===== config.mk =====
export PLATFORM = sky130hd
export DESIGN_NAME = vih_handler
export DESIGN_NICKNAME = d
export VERILOG_FILES = /design/src/rtl/vih_pkg.sv /design/src/rtl/vih_handler.sv
export VERILOG_INCLUDE_DIRS = /design/src /design/src/rtl
export SDC_FILE = /design/constraint.sdc
export NUM_CORES = 1
export LEC_CHECK = 0
export ABC_AREA = 1
export BUFFER_PORTS_ARGS = -buffer_cell sky130_fd_sc_hd__buf_2
export CAP_MARGIN = 25
export CORE_AREA = 2 2 110 112
export CTS_CLUSTER_SIZE = 40
export DETAILED_ROUTE_END_ITERATION = 6
export DIE_AREA = 0 0 112 114
export HOLD_SLACK_MARGIN = 0.03
export PLACE_DENSITY_LB_ADDON = 0.12
export SKIP_LAST_GASP = 1
export SYNTH_ARGS = -nofsm -noshare
export SYNTH_HDL_FRONTEND = slang
export SYNTH_SLANG_ARGS = --single-unit

===== constraint.sdc =====
create_clock -name clk -period 6.5 [get_ports clk]
set_clock_uncertainty 0.2 [all_clocks]
set_input_delay 1.3 -clock clk [delete_from_list [all_inputs] [get_ports clk]]
set_output_delay 1.3 -clock clk [all_outputs]
set_load 0.05 [all_outputs]

===== src/rtl/vih_defines.svh =====
// Constants for the vectored interrupt handler: bit positions, vectors, timing.
`ifndef VIH_DEFINES_SVH
`define VIH_DEFINES_SVH
`define VIH_NUM_SOURCES 22
`define VIH_GLOBAL_EN_BIT 7
`define VIH_BASE_SRC_COUNT 6
`define VIH_EXT_SRC_COUNT 8
`define VIH_EXT_A_FIRST 6
`define VIH_EXT_B_FIRST 14
`define VIH_TIMER_CONTROL_REG_EXT0_STYLE_BIT 0
`define VIH_TIMER_CONTROL_REG_EXT0_PEND_BIT 1
`define VIH_TIMER_CONTROL_REG_EXT1_STYLE_BIT 2
`define VIH_TIMER_CONTROL_REG_EXT1_PEND_BIT 3
`define VIH_TIMER_CONTROL_REG_T0_PEND_BIT 5
`define VIH_TIMER_CONTROL_REG_T1_PEND_BIT 7
`define VIH_SRC_EXT0 0
`define VIH_SRC_T0 1
`define VIH_SRC_EXT1 2
`define VIH_SRC_T1 3
`define VIH_SRC_CAN 19
`define VIH_RESET_VECTOR 16'h0000
`define VIH_VECTOR_BASE 16'h0003
`define VIH_VECTOR_STRIDE 16'h0008
`define VIH_REG_RESET 8'h00
`define VIH_DETECT_CYCLES 1
`define VIH_CALL_CYCLES 4
`endif


===== src/rtl/vih_pkg.sv =====
// Types shared by the vectored interrupt handler.
package vih_pkg;
	typedef struct packed {
		logic [7:0] base_irq_enable_reg;
		logic [7:0] extended_enable_reg_a;
		logic [7:0] extended_enable_reg_b;
		logic [7:0] base_priority_reg;
		logic [7:0] extended_priority_reg_a;
		logic [7:0] extended_priority_reg_b;
	} vih_cfg_t;
	typedef struct packed {
		logic valid;
		logic high;
		logic [4:0] source;
		logic [15:0] vector;
	} vih_req_t;
	typedef enum logic [1:0] {
		VIH_IDLE = 2'b00,
		VIH_REQ = 2'b01,
		VIH_RETURN_FROM_IRQ_INSTR_HOLD = 2'b10
	} vih_state_t;
endpackage


===== src/rtl/vih_handler.sv =====
// Vectored interrupt handler: pending flags, enables, arbitration, vectoring.
//
// Overview of operation
// - Twenty-two sources, two priority levels, one vector per source.
// - Trigger sets pending flag regardless of enables.
// - Disabled pending flag makes no request.
// - Enabled pending raises request; CPU long-calls vector.
// - Return instruction resumes interrupted program flow.
// - Per-source enable bit gates its request.
// - Global enable bit 7 blocks all when clear.
// - Hardware clears edge external, timer, CAN flags.
// - Still-pending flag re-requests after one instruction.
// - Software-set pending flag acts like hardware.
// - External pins active low, level or edge.
// - External pending flags are control bits 1, 3.
// - Edge mode external flag cleared on vectoring.
// - Level mode external flag mirrors pin.
// - Source n vectors 0x0003 plus 8n, order n.
// - Enable and priority bits mapped by source order.
// - High preempts low; nothing preempts high.
// - Higher level first; ties by source order.
// - Sampled every clock; five-cycle minimum response.
// - Equal or lower waits for return plus one.
`include "vih_defines.svh"
`timescale 1ns/1ps
`default_nettype none
module vih_handler #(
	parameter int NUM_SOURCES = `VIH_NUM_SOURCES
) (
	input wire logic clk,
	input wire logic reset,
	input wire vih_pkg::vih_cfg_t cfg,
	input wire logic ext0_trigger_style,
	input wire logic ext1_trigger_style,
	input wire logic ext_request_pin_0_n,
	input wire logic ext_request_pin_1_n,
	input wire logic [NUM_SOURCES-1:0] periph_event,
	input wire logic [NUM_SOURCES-1:0] sw_set_pending,
	input wire logic [NUM_SOURCES-1:0] sw_clear_pending,
	input wire logic instr_done,
	input wire logic vector_ack,
	input wire logic return_from_irq_instr,
	output vih_pkg::vih_req_t irq_req,
	output logic [15:0] long_call_target,
	output logic [NUM_SOURCES-1:0] pending_flags,
	output logic [1:0] levels_in_service
);
	import vih_pkg::*;

	localparam int RESPONSE_MIN = `VIH_DETECT_CYCLES + `VIH_CALL_CYCLES;

	localparam int MAPPED_SOURCES = `VIH_BASE_SRC_COUNT
		+ 2 * `VIH_EXT_SRC_COUNT;
	localparam bit COUNT_OK = (NUM_SOURCES == `VIH_NUM_SOURCES)
		&& (NUM_SOURCES == MAPPED_SOURCES);
	// The source maps are wired for the full source set, so any other count
	// is refused before it can misroute an enable bit.
	if (!COUNT_OK) begin : g_bad_count
		$error("vih_handler serves exactly 22 sources");
	end
	// One register stage detects a request; the core spends the call cycles.
	if (`VIH_DETECT_CYCLES != 1 || RESPONSE_MIN <= 1) begin : g_bad_timing
		$error("vih_handler needs a one cycle detect stage");
	end

	logic [1:0] pin0_sync_q;
	logic [1:0] pin1_sync_q;
	logic ext0_prev_q;
	logic ext1_prev_q;
	logic [NUM_SOURCES-1:0] pend_q;
	logic [NUM_SOURCES-1:0] enable_bits;
	logic [NUM_SOURCES-1:0] prio_bits;
	logic [NUM_SOURCES-1:0] hw_clear_ok;
	logic [NUM_SOURCES-1:0] eligible;
	logic [NUM_SOURCES-1:0] set_ev;
	logic [NUM_SOURCES-1:0] clr_ev;
	logic ext0_active;
	logic ext1_active;
	logic global_en;
	logic [1:0] in_service_q;
	vih_state_t state_q;
	vih_req_t req_q;
	vih_req_t winner;
	logic vectoring;
	vih_state_t state_d;
	vih_req_t req_d;
	logic [15:0] call_target_q;
	logic [NUM_SOURCES-1:0] elig_high;
	logic [NUM_SOURCES-1:0] elig_low;
	logic any_high;
	logic any_low;
	logic [4:0] high_src;
	logic [4:0] low_src;

	// Pins come from outside the clock domain; the first stage feeds only the
	// second stage.
	always_ff @(posedge clk or posedge reset) begin
		if (reset) begin
			pin0_sync_q <= 2'b11;
			pin1_sync_q <= 2'b11;
		end else begin
			pin0_sync_q <= {pin0_sync_q[0], ext_request_pin_0_n};
			pin1_sync_q <= {pin1_sync_q[0], ext_request_pin_1_n};
		end
	end

	assign ext0_active = ~pin0_sync_q[1];
	assign ext1_active = ~pin1_sync_q[1];

	// The previous level resets to inactive, matching the idle pin, so no
	// false edge follows reset.
	always_ff @(posedge clk or posedge reset) begin
		if (reset) begin
			ext0_prev_q <= 1'b0;
			ext1_prev_q <= 1'b0;
		end else begin
			ext0_prev_q <= ext0_active;
			ext1_prev_q <= ext1_active;
		end
	end

	// Enable and priority bits in source order: six base bits, then the two
	// extended registers of eight bits each.
	genvar m;
	generate
		for (m = 0; m < NUM_SOURCES; m++) begin : g_map
			if (m < `VIH_EXT_A_FIRST) begin : g_base
				assign enable_bits[m] = cfg.base_irq_enable_reg[m];
				assign prio_bits[m] = cfg.base_priority_reg[m];
			end else if (m < `VIH_EXT_B_FIRST) begin : g_ext_a
				localparam int K = m - `VIH_EXT_A_FIRST;
				assign enable_bits[m] = cfg.extended_enable_reg_a[K];
				assign prio_bits[m] = cfg.extended_priority_reg_a[K];
			end else begin : g_ext_b
				localparam int K = m - `VIH_EXT_B_FIRST;
				assign enable_bits[m] = cfg.extended_enable_reg_b[K];
				assign prio_bits[m] = cfg.extended_priority_reg_b[K];
			end
		end
	endgenerate
	assign global_en = cfg.base_irq_enable_reg[`VIH_GLOBAL_EN_BIT];

	// Only these flags are cleared by hardware when the CPU vectors.
	// Level mode external flags follow their pin instead, so a vectoring
	// clear would only race the pin.
	always_comb begin
		hw_clear_ok = '0;
		hw_clear_ok[`VIH_SRC_EXT0] = ext0_trigger_style;
		hw_clear_ok[`VIH_SRC_EXT1] = ext1_trigger_style;
		hw_clear_ok[`VIH_SRC_T0] = 1'b1;
		hw_clear_ok[`VIH_SRC_T1] = 1'b1;
		hw_clear_ok[`VIH_SRC_CAN] = 1'b1;
	end

	// The core takes the held request only while it is presented.
	assign vectoring = (state_q == VIH_REQ) && vector_ack;

	// Edge mode external flags set on a falling pin edge; peripheral events
	// on those two indices are ignored.
	always_comb begin
		set_ev = periph_event | sw_set_pending;
		set_ev[`VIH_SRC_EXT0] = sw_set_pending[`VIH_SRC_EXT0]
			| (ext0_trigger_style & ext0_active & ~ext0_prev_q);
		set_ev[`VIH_SRC_EXT1] = sw_set_pending[`VIH_SRC_EXT1]
			| (ext1_trigger_style & ext1_active & ~ext1_prev_q);
		clr_ev = sw_clear_pending;
		if (vectoring) begin
			clr_ev[req_q.source] = clr_ev[req_q.source]
				| hw_clear_ok[req_q.source];
		end
	end

	// A set arriving with a clear wins, so no event is lost.
	genvar g;
	generate
		for (g = 0; g < NUM_SOURCES; g++) begin : g_pend
			if (g == `VIH_SRC_EXT0 || g == `VIH_SRC_EXT1) begin : g_ext
				logic style;
				logic level;
				assign style = (g == `VIH_SRC_EXT0) ? ext0_trigger_style
					: ext1_trigger_style;
				assign level = (g == `VIH_SRC_EXT0) ? ext0_active
					: ext1_active;
				// In level mode the flag follows the pin, so software clears
				// are ignored there; a software set still raises it.
				always_ff @(posedge clk or posedge reset) begin
					if (reset) begin
						pend_q[g] <= 1'b0;
					end else if (!style) begin
						pend_q[g] <= level | sw_set_pending[g];
					end else if (set_ev[g]) begin
						pend_q[g] <= 1'b1;
					end else if (clr_ev[g]) begin
						pend_q[g] <= 1'b0;
					end
				end
			end else begin : g_std
				always_ff @(posedge clk or posedge reset) begin
					if (reset) begin
						pend_q[g] <= 1'b0;
					end else if (set_ev[g]) begin
						pend_q[g] <= 1'b1;
					end else if (clr_ev[g]) begin
						pend_q[g] <= 1'b0;
					end
				end
			end
		end
	endgenerate

	assign pending_flags = pend_q;
	// Disabled flags stay set but are invisible to arbitration.
	assign eligible = pend_q & enable_bits & {NUM_SOURCES{global_en}};

	// Split the eligible set by level; a priority bit of one means high.
	assign elig_high = eligible & prio_bits;
	assign elig_low = eligible & ~prio_bits;
	assign any_high = |elig_high;
	assign any_low = |elig_low;

	// Lowest index wins within a level: the downward scan lets the lowest
	// eligible index overwrite every higher one.
	always_comb begin
		high_src = 5'h00;
		low_src = 5'h00;
		for (int i = NUM_SOURCES - 1; i >= 0; i--) begin
			if (elig_high[i]) begin
				high_src = i[4:0];
			end
			if (elig_low[i]) begin
				low_src = i[4:0];
			end
		end
	end

	// Fixed order arbitration: any high request beats every low one.
	always_comb begin
		winner = '0;
		winner.valid = any_high | any_low;
		winner.high = any_high;
		winner.source = any_high ? high_src : low_src;
		winner.vector = `VIH_VECTOR_BASE
			+ `VIH_VECTOR_STRIDE * {11'h000, winner.source};
		// Preemption only by a strictly higher level than those in service.
		// A high routine blocks everything, a low one all but high requests.
		if (in_service_q[1] || (in_service_q[0] && !any_high)) begin
			winner.valid = 1'b0;
		end
	end

	// Request sequencing; after a return one instruction must finish first.
	// A return wins over a new request, so no request is left standing while
	// the hold state ignores the acknowledge.
	always_comb begin
		state_d = state_q;
		req_d = req_q;
		unique case (state_q)
			VIH_IDLE: begin
				if (return_from_irq_instr) begin
					state_d = VIH_RETURN_FROM_IRQ_INSTR_HOLD;
				end else if (winner.valid) begin
					state_d = VIH_REQ;
					req_d = winner;
				end
			end
			VIH_REQ: begin
				if (vector_ack) begin
					state_d = VIH_IDLE;
					req_d = '0;
				end else if (return_from_irq_instr) begin
					state_d = VIH_RETURN_FROM_IRQ_INSTR_HOLD;
					req_d = '0;
				end else if (winner.valid) begin
					req_d = winner;
				end else begin
					state_d = VIH_IDLE;
					req_d = '0;
				end
			end
			VIH_RETURN_FROM_IRQ_INSTR_HOLD: begin
				if (instr_done) begin
					state_d = VIH_IDLE;
				end
			end
			default: begin
				state_d = VIH_IDLE;
				req_d = '0;
			end
		endcase
	end

	always_ff @(posedge clk or posedge reset) begin
		if (reset) begin
			state_q <= VIH_IDLE;
			req_q <= '0;
		end else begin
			state_q <= state_d;
			req_q <= req_d;
		end
	end

	// The call target is registered from the same next value, so it never
	// lags the request that it belongs to.
	always_ff @(posedge clk or posedge reset) begin
		if (reset) begin
			call_target_q <= `VIH_RESET_VECTOR;
		end else begin
			if (req_d.valid) begin
				call_target_q <= req_d.vector;
			end else begin
				call_target_q <= `VIH_RESET_VECTOR;
			end
		end
	end

	// In-service levels: set on vectoring, innermost cleared on return.
	// Both levels set means a high routine nests in a low one, so the return
	// belongs to the high one.
	always_ff @(posedge clk or posedge reset) begin
		if (reset) begin
			in_service_q <= 2'b00;
		end else if (vectoring) begin
			if (req_q.high) begin
				in_service_q[1] <= 1'b1;
			end else begin
				in_service_q[0] <= 1'b1;
			end
		end else if (return_from_irq_instr) begin
			if (in_service_q[1]) begin
				in_service_q[1] <= 1'b0;
			end else begin
				in_service_q[0] <= 1'b0;
			end
		end
	end

	assign irq_req = req_q;
	assign long_call_target = call_target_q;
	assign levels_in_service = in_service_q;

endmodule // vih_handler
`default_nettype wire


==> results of run 1 <==
-- state kept, by name, summed over array words and instances (netlist names) --
name,cells
long_call_target,16
irq_req,23
ext1_prev_q,1
pin0_sync_q,2
state_q,2
ext0_prev_q,1
levels_in_service,2
pending_flags,22
pin1_sync_q,2
-- cell type report --
| type | instances | area [um^2] | area share [%] |
|---|---|---|---|
| sequential | 71 | 1780 | 33.3 |
| timing repair buffer | 182 | 936 | 17.5 |
| multi-input combinational | 338 | 1720 | 32.2 |
| inverter | 110 | 419 | 7.84 |
| clock inverter | 6 | 67.6 | 1.26 |
| tap | 147 | 184 | 3.44 |
| clock buffer | 10 | 239 | 4.47 |
-- per-stage QoR --
step                      area [um^2]  setup WS [ps]  util, %  std cells
final                            5350           2730     45.7        864
after global routing             5350           2540     45.7        864
after CTS                        5320           2690     45.4        863
after detailed placement         5010           2350     42.8        847
after global placement           5010           2400     42.8        847
after floorplan                  3990           3210        -        525
-- per-layer routing --
layer	track usage, %	routed length (um)
met1	22.5	4950
met2	34.5	6050
met3	6.70	933
met4	6.42	157
met5	0	0
-- power by group --
group / leakage, nW / internal [mW] / switching [mW]
Clock: 0.145 / 0.309 / 0.202
Combinational: 1.98 / 0.145 / 0.425
Sequential: 0.854 / 0.497 / 0.0395
Total: 2.98 / 0.951 / 0.667
-- final timing paths --
| path | startpoint | endpoint | slack (ps) |
|---|---|---|---|
| setup / recovery | cfg[47] | irq_req[21] | 2730 |
| hold / removal | pin0_sync_q[0] | pin0_sync_q[1] | 160 |
| setup reg to reg | pending_flags[21] | irq_req[21] | 3900 |
| hold reg to reg | pin0_sync_q[0] | pin0_sync_q[1] | 160 |
| max in group asynchronous | reset | pin0_sync_q[1] | 4820 |
| min in group asynchronous | reset | ext1_prev_q | 720 |
-- placed cells by master, fill, tap and decap left out, types with 2 or more instances in the layout --
| master | netlist | layout |
|---|---|---|
| a21oi_2 | 4 | 4 |
| a21oi_1 | 7 | 7 |
| nand2_1 | 102 | 102 |
| inv_2 | 3 | 3 |
| a22oi_1 | 9 | 9 |
| nor2_1 | 92 | 92 |
| buf_2 | 1 | 180 |
| dfstp_2 | 4 | 4 |
| nor3_1 | 6 | 6 |
| nor3_2 | 10 | 10 |
| inv_4 | 2 | 2 |
| inv_1 | 105 | 104 |
| nor2_2 | 11 | 11 |
| nand3_2 | 11 | 11 |
| nand3_1 | 19 | 19 |
| o2111ai_1 | 2 | 2 |
| dfrtp_1 | 67 | 67 |
| a31oi_1 | 2 | 2 |
| nand4_1 | 10 | 10 |
| nand2_2 | 5 | 5 |
| o21ai_0 | 27 | 27 |
| o22ai_1 | 2 | 2 |
| clkbuf_16 | 0 | 9 |
| o21ai_2 | 2 | 2 |
| clkinvlp_4 | 0 | 2 |
| nor3b_1 | 2 | 2 |
| clkinv_2 | 0 | 2 |
| nand3b_1 | 2 | 2 |
-- kinds of logic after synthesis --
logic type	count (synthesis)	synth area share, %
simple gates	275	32.7
buf+inv	116	12.1
compound gates	63	10.5
flops	71	44.7
-- worst max-delay path: stages --
cell     delay (ps)
buf_2           470
nand3_1         250
o21ai_0         430
or2_1           200
nor2_1           70
o21ai_2         120
nand2_2          80
nor2_4          180
a21oi_4         110
inv_2           380
o21ai_0         150
==> results.json, run 1 <==
{
  "avgSynthCellArea_um2": 7.59,
  "synthCells": 525,
  "max_freq_mhz": 265,
  "outcome": "finished clean",
  "drc": 0,
  "drt-vias-per-instance": 4.55,
  "drtIter0Drc": 128,
  "hold_depth": 0,
  "gr-usage-all-layers_pct": 19.6,
  "rows": 40,
  "wirelength_um": 12100,
  "seq_area_frac_synth_pct": 44.7,
  "clock_path_buffers": 2,
  "setup_tns_ps": 0,
  "hpwlAfterDp_um": 9580,
  "power_density_nw_per_um2": 302,
  "start_kind": "input port",
  "synth_edf_count": 0,
  "synth-async-reset-ratio_pct": 100,
  "synthFlopType": "dfrtp_1",
  "first_pass_iters": 4,
  "slew_headroom_pct": 43.7,
  "max_cap_violations": 0,
  "post-route-period-util_pct": 58.0,
  "nNetsFinal": 835,
  "critPathRequiredTime_ps": 6490,
  "worst_setup_path_end_kind": "flop",
  "yosys.area.top_type": "dfrtp_1",
  "grt_pass1_wl_um": 19500,
  "gp_congestion": 0.794,
  "period_minus_slack_ps": 3770,
  "crit_fanout": 25,
  "finalHoldWorstSlack_ps": 157,
  "synthTopCellsByCount": "inv_1, nand2_1, nor2_1",
  "cts_made_buffers": 9,
  "setup_viol": 0,
  "ys_ff_latch": 71,
  "cts.sinks": 71,
  "h-tree-depth": 3,
  "num_vias": 3934,
  "gr-total-overflow": 0,
  "post-synth-top-count-cell": "inv_1",
  "cts-resized-gates": 0,
  "hp-class": "reg -> reg",
  "grt_max_degree": 72,
  "cts_tree": "yes",
  "ys_types": 40,
  "start_util_pct": 34.0,
  "ir_worst_vdd_uv": 251,
  "leakage_nw": 2.98,
  "slew_viol_final": 0,
  "dieArea_um2": 12800,
  "cts_hold_buf": 0,
  "chipHeight_um": 114,
  "arrival_ps": 3760,
  "hold_viol": 0,
  "post_cts_buffers": 0,
  "fp.dieW_um": 112,
  "antenna_found_initial": 1,
  "cts-root-buf": "clkbuf_16",
  "clkTransAtPathRegs_ps": 60,
  "synth_top_cell_area_share_pct": 42.1,
  "ant_nets": 0,
  "insertedDiodeCount": 0,
  "grt_pass1_vias": 4136,
  "ys_warn_count": 0,
  "area_growth_pct": 34.2,
  "core_area_um2": 11700,
  "power_mw": 1.62,
  "reg2regPathDepth": 10,
  "synth_nets": 648,
  "rsz0062_at_grt": "no",
  "port_buffers": 180,
  "netlist_area_um2": 3990,
  "pin_count": 186,
  "clk_latency_ps": 330,
  "fill_cells": 1224,
  "tightest_slew_ps": 838,
  "drive_gt1_share_pct": 35.8,
  "wl_per_cell_um": 14.0,
  "synth_top_cells_by_area": "dfrtp_1, inv_1, nand2_1",
  "critPathKind": "in -> reg"
}
(Power assumes the default switching activity.)
==> inputs of run 2 (changes only) <==
==> constraint.sdc (replaced) <==
create_clock -name clk -period 3.45 [get_ports clk]
set_clock_uncertainty 0.2 [all_clocks]
set_input_delay 0.69 -clock clk [delete_from_list [all_inputs] [get_ports clk]]
set_output_delay 0.69 -clock clk [all_outputs]
set_load 0.05 [all_outputs]
==> run 2 against run 1 <==
Utilization shrank 0.096 points; power grew 83%; register-to-register slack lost 3000 ps; largest cell class unchanged; setup slack lost 2200 ps.
==> results.json, run 2 (same netlist as run 1, synthesis figures left out) <==
{
  "outcome": "finished clean",
  "drt-vias-per-instance": 4.55,
  "cts-root-buf": "clkbuf_16",
  "fp.dieW_um": 112,
  "seq_power_share_pct": 34.2,
  "cts_hold_buf": 0,
  "grt_pass1_vias": 4088,
  "area_growth_pct": 33.9,
  "arrival_ps": 2990,
  "clkTransAtPathRegs_ps": 50,
  "post-route-period-util_pct": 84.7,
  "max_freq_mhz": 342,
  "cts-resized-gates": 0,
  "core_area_um2": 11700,
  "switching_share_pct": 41.7,
  "comb_power_share_pct": 36.6,
  "start_util_pct": 34.0,
  "wirelength_um": 12100,
  "nNetsFinal": 839,
  "critPathRequiredTime_ps": 3520,
  "drive_gt1_share_pct": 35.8,
  "slew_headroom_pct": 47.6,
  "antenna_found_initial": 1,
  "ant_nets": 0,
  "leakage_nw": 2.97,
  "drc": 0,
  "chipHeight_um": 114,
  "num_vias": 3954,
  "start_kind": "input port",
  "pin_count": 186,
  "crit_fanout": 19,
  "grt_pass1_wl_um": 19500,
  "power_switching_mw": 1.24,
  "power_density_nw_per_um2": 555,
  "worst_setup_path_end_kind": "flop",
  "power_mw": 2.96,
  "hpwlAfterDp_um": 9790,
  "cts.sinks": 71,
  "rsz0062_at_grt": "no",
  "first_pass_iters": 4,
  "cpMaxStageDelayCell": "buf_2",
  "reg2reg_slack_ps": 910,
  "cts_tree": "yes",
  "critPathKind": "in -> reg",
  "period_minus_slack_ps": 2920,
  "hp-class": "reg -> reg",
  "crit_path_max_incr_delay_ps": 360,
  "max_cap_violations": 0,
  "h-tree-depth": 3,
  "gr-usage-all-layers_pct": 19.6,
  "final_cell_mix": "buf_2, inv_1, nand2_1",
  "gp_congestion": 0.835,
  "setup_tns_ps": 0,
  "path_cells": "buf_2, buf_4, nand3_1, nor2_1, nor2_1, nand2_1, nor2_1, nand2_2, inv_2, nand2_2, inv_2, o21ai_2, nand2_2, nor2_4, nand2_4, inv_4, nand2_2, nor2_1, a41oi_2, a21oi_2",
  "ir_worst_vdd_uv": 427,
  "setup_viol": 0,
  "clock_path_buffers": 2,
  "p_clk_share_pct": 29.2,
  "clk_latency_ps": 340,
  "dieArea_um2": 12800,
  "wl_per_cell_um": 13.9,
  "rows": 40,
  "slew_viol_final": 0,
  "hold_viol": 0,
  "p_int_mw": 1.73,
  "grt_max_degree": 33,
  "layout_commonest_cell": "buf_2",
  "cts_made_buffers": 9,
  "tightest_slew_ps": 779,
  "largest_reg_flops": 23,
  "port_buffers": 180,
  "drtIter0Drc": 157,
  "gr-total-overflow": 0,
  "post_cts_buffers": 0
}
==> run 2: final timing paths <==
path | start | to | depth (start not counted)
hold reg to reg | pin1_sync_q[0] | pin1_sync_q[1] | 0
hold / removal | pin1_sync_q[0] | pin1_sync_q[1] | 0
setup / recovery | cfg[47] | long_call_target[4] | 20
min in group asynchronous | reset | pending_flags[19] | 2
setup reg to reg | pending_flags[0] | irq_req[4] | 16
max in group asynchronous | reset | pin0_sync_q[1] | 3
==> run 2: routing by layer <==
metal | share of wire, % | track usage, % | vias up
met5 | 0 | 0 | -
met4 | 2.8 | 9.59 | 0
met3 | 7.8 | 5.74 | 24
met2 | 48 | 33.9 | 140
met1 | 42 | 22.4 | 1766
li1 | - | - | 2024
==> run 2: per-stage QoR <==
stage / hold WS (ps) / instances / area, um^2 / setup WS, ps / utilization, %
2_1_floorplan: 145 / 525 / 3990 / 770 / -
6_report: 154 / 869 / 5340 / 528 / 45.6
3_5_place_dp: 147 / 852 / 5060 / 170 / 43.2
3_3_place_gp: 146 / 852 / 5060 / 209 / 43.2
4_1_cts: 155 / 868 / 5340 / 522 / 45.6
5_1_grt: 161 / 868 / 5340 / 258 / 45.6
==> run 2: final cells by class <==
class                           instances  area, um^2
Antenna cell                            1        2.50
Clock buffer                           13         250
Timing Repair Buffer                  186         958
Tap cell                              147         184
Fill cell                            1229        6370
Multi-Input combinational cell        338        1720
Inverter                              110         419
Sequential cell                        71        1780
Clock inverter                          3        20.0
==> run 2: critical path: cells and delay by family <==
family                 cells  cell delay, ps
AO/OA/AOI/OAI              3             290
buffers and inverters      5             750
AND/OR/NAND/NOR           12            1250
==> run 2: power by group through the flow <==
stage	Sequential, mW	Clock (mW)	Combinational (mW)
global route	1.03	0.925	1.18
CTS	1.01	0.889	1.10
finish	1.01	0.865	1.09
detailed placement	1.03	0	1.09
global placement	1.02	0	1.09
floorplan	1.35	0	0.447
==> inputs of run 3 (changes only) <==
--- a/config.mk
+++ b/config.mk
@@ -6,13 +6,13 @@
 export SDC_FILE = /design/constraint.sdc
 export NUM_CORES = 1
 export LEC_CHECK = 0
-export ABC_AREA = 1
+export ABC_AREA = 0
 export BUFFER_PORTS_ARGS = -buffer_cell sky130_fd_sc_hd__buf_2
 export CAP_MARGIN = 25
-export CORE_AREA = 2 2 110 112
+export CORE_AREA = 2 2 107 109
 export CTS_CLUSTER_SIZE = 40
 export DETAILED_ROUTE_END_ITERATION = 6
-export DIE_AREA = 0 0 112 114
+export DIE_AREA = 0 0 109 111
 export HOLD_SLACK_MARGIN = 0.03
 export PLACE_DENSITY_LB_ADDON = 0.12
 export SKIP_LAST_GASP = 1
==> constraint.sdc (replaced) <==
create_clock -name clk -period 2.5 [get_ports clk]
set_clock_uncertainty 0.2 [all_clocks]
set_input_delay 0.5 -clock clk [delete_from_list [all_inputs] [get_ports clk]]
set_output_delay 0.5 -clock clk [all_outputs]
set_load 0.05 [all_outputs]
==> run 3 against run 2 <==
Combinational power up 71%; flip-flop and latch count did not move; synthesized cell count down 29%; routed wire length shrank 5.1%; sequential share of layout area is 1.7 points lower; hold slack got worse by 91 ps; global-route usage shrank 0.24 points; setup slack got worse by 500 ps.
==> results.json, run 3 <==
{
  "nNetsFinal": 750,
  "setup_tns_ps": 0,
  "synth_compound_area_share_pct": 15.2,
  "core_area_um2": 11100,
  "final_cell_mix": "buf_2, buf_4, dfrtp_1",
  "startpoint": "pending_flags[4]",
  "gr-total-overflow": 0,
  "post-route-period-util_pct": 98.9,
  "rows": 39,
  "clk_latency_ps": 330,
  "post-synth-top-count-cell": "dfrtp_1",
  "finalHoldWorstSlack_ps": 63.4,
  "synthFlopType": "dfrtp_1",
  "ys_warn_count": 0,
  "worst_setup_path_end_kind": "flop",
  "drc": 0,
  "netlist_area_um2": 3720,
  "slew_headroom_pct": 74.4,
  "hpwlAfterDp_um": 9070,
  "ys_types": 56,
  "crit_family": "simple AND/OR/NAND/NOR gates",
  "clkTransAtPathRegs_ps": 60,
  "area_growth_pct": 52.2,
  "avgSynthCellArea_um2": 10.0,
  "cp.depth": 9,
  "r2r_end": "irq_req[4]",
  "layout_commonest_cell": "buf_2",
  "period_minus_slack_ps": 2470,
  "synth_nets": 495,
  "antenna_found_initial": 0,
  "seq_area_frac_synth_pct": 47.9,
  "pin_count": 186,
  "largest_reg_flops": 23,
  "synthTopCellsByCount": "dfrtp_1, o21ai_0, inv_1",
  "critPathRequiredTime_ps": 2520,
  "synth_top_family_by_area": "simple AND/OR/NAND/NOR gates",
  "drive_gt1_share_pct": 48.7,
  "r2r-start": "pending_flags[4]",
  "synthMuxAreaShare_pct": 0,
  "port_buffers": 180,
  "grt_max_degree": 48,
  "first_pass_iters": 4,
  "cts-root-buf": "clkbuf_16",
  "reg2regPathDepth": 9,
  "critPathKind": "reg -> reg",
  "design_area_um2": 5670,
  "arrival_ps": 2490,
  "fill_cells": 1060,
  "grt_pass1_wl_um": 18300,
  "hp-class": "in -> reg",
  "crit_buf_inv": 2,
  "reg2reg_slack_ps": 30,
  "synth_top_cell_area_share_pct": 45.0,
  "yosys.area_share.simple_pct": 31.6,
  "insertedDiodeCount": 0,
  "h-tree-depth": 3,
  "chipHeight_um": 111,
  "ff_latch_area_um2": 1800,
  "crit_path_max_incr_delay_ps": 390,
  "gp_congestion": 0.887,
  "max_cap_violations": 0,
  "synth-async-reset-ratio_pct": 100,
  "outcome": "finished clean",
  "num_vias": 3817,
  "synthXorXnorAreaFrac_pct": 0,
  "slew_viol_final": 0,
  "wirelength_um": 11500,
  "drtIter0Drc": 173,
  "wl_per_cell_um": 14.8,
  "cts.sinks": 71,
  "clock_path_buffers": 2,
  "dpl-instance-area_um2": 5300,
  "cts_made_buffers": 9,
  "start_kind": "flop",
  "hold_viol": 0,
  "max_freq_mhz": 404,
  "synth_top_cells_by_area": "dfrtp_1, o21ai_0, nand4b_1",
  "synth_edf_count": 0,
  "cts_tree": "yes",
  "yosys.area_share.adder_pct": 0,
  "gr-usage-all-layers_pct": 19.4,
  "cpMaxStageDelayCell": "dfrtp_2",
  "ir_worst_vdd_uv": 471,
  "crit_path_end": "irq_req[4]",
  "crit_path_frequent_cell": "buf_4",
  "rsz0062_at_grt": "yes",
  "ys_ff_latch": 71,
  "yosys.area.top_type": "dfrtp_1",
  "synthCells": 372,
  "path_cells": "and4_1, nand4b_4, nor4_4, a2111oi_4, buf_4, o21ai_4, nor3_2, buf_4, or2_1",
  "fp.dieW_um": 109,
  "crit_fanout": 7,
  "dieArea_um2": 12100,
  "tightest_slew_ps": 380,
  "grt_pass1_vias": 3748,
  "ant_nets": 0,
  "drt-vias-per-instance": 4.93,
  "start_util_pct": 33.6,
  "setup_viol": 0,
  "power_density_nw_per_um2": 812,
  "final_util_pct": 51.2,
  "power_mw": 4.60,
  "multi_input_area_um2": 1790,
  "leakage_nw": 2.95
}
-- run 3: kinds of logic (layout without fill, tap and decap cells) --
kind of cell	count (synthesis)	count (layout)
and+or+nand+nor	180	180
AOI/OAI and AO/OA	82	83
DFF	71	71
buffers and inverters	39	297
-- run 3: what timing repair did --
item	4_1_cts	5_1_grt
setup buffers	0	2
gates cloned	0	2
endpoints found under the setup margin	22	22
hold endpoints to repair	5	0
resized for setup	2	5
hold buffers	1	0
pin swaps	0	2
-- run 3: stage by stage --
step           std cells  setup WS, ps
2_1_floorplan        372         -61.3
3_3_place_gp         755          -402
3_5_place_dp         755          -469
4_1_cts              771          12.2
5_1_grt              774         -63.3
6_report             774          27.5
-- run 3: layout make-up --
type	instances	area share (%)
clock inverter	6	1.08
clock buffer	9	3.97
inverter	30	2.05
multi-input combinational	263	31.6
timing repair buffer	252	26.5
sequential	71	31.7
tap	143	3.16
-- run 3: per-layer routing --
| metal | vias to the layer above | wire [um] | track usage [%] |
|---|---|---|---|
| met3 | 15 | 660 | 4.23 |
| met1 | 1791 | 5400 | 26.3 |
| met5 | - | 0 | 0 |
| li1 | 1892 | - | - |
| met4 | 0 | 153 | 5.47 |
| met2 | 119 | 5250 | 31.1 |
-- run 3: where the power goes --
group	switching (mW)	internal, mW
Sequential	0.142	1.33
Combinational	1.21	0.645
Clock	0.500	0.765
Total	1.85	2.74
-- run 3: worst reg2reg max path, stage by stage, from the launching register on --
cell and delay, ps:
dfrtp_2 390, and4_1 220, nand4b_4 190, nor4_4 360, a2111oi_4 110, buf_4 180, o21ai_4 250, nor3_2 90
buf_4 150, or2_1 220
-- run 3: worst min path at each step --
stage,startpoint,to,slack [ps],depth (start not counted)
finish,ext_request_pin_0_n,pin0_sync_q[0],60,1
CTS,ext_request_pin_0_n,pin0_sync_q[0],50,1
global route,ext_request_pin_0_n,pin0_sync_q[0],50,1
floorplan,pin0_sync_q[0],pin0_sync_q[1],150,0
global placement,pin1_sync_q[0],pin1_sync_q[1],150,0
detailed placement,pin0_sync_q[0],pin0_sync_q[1],150,0
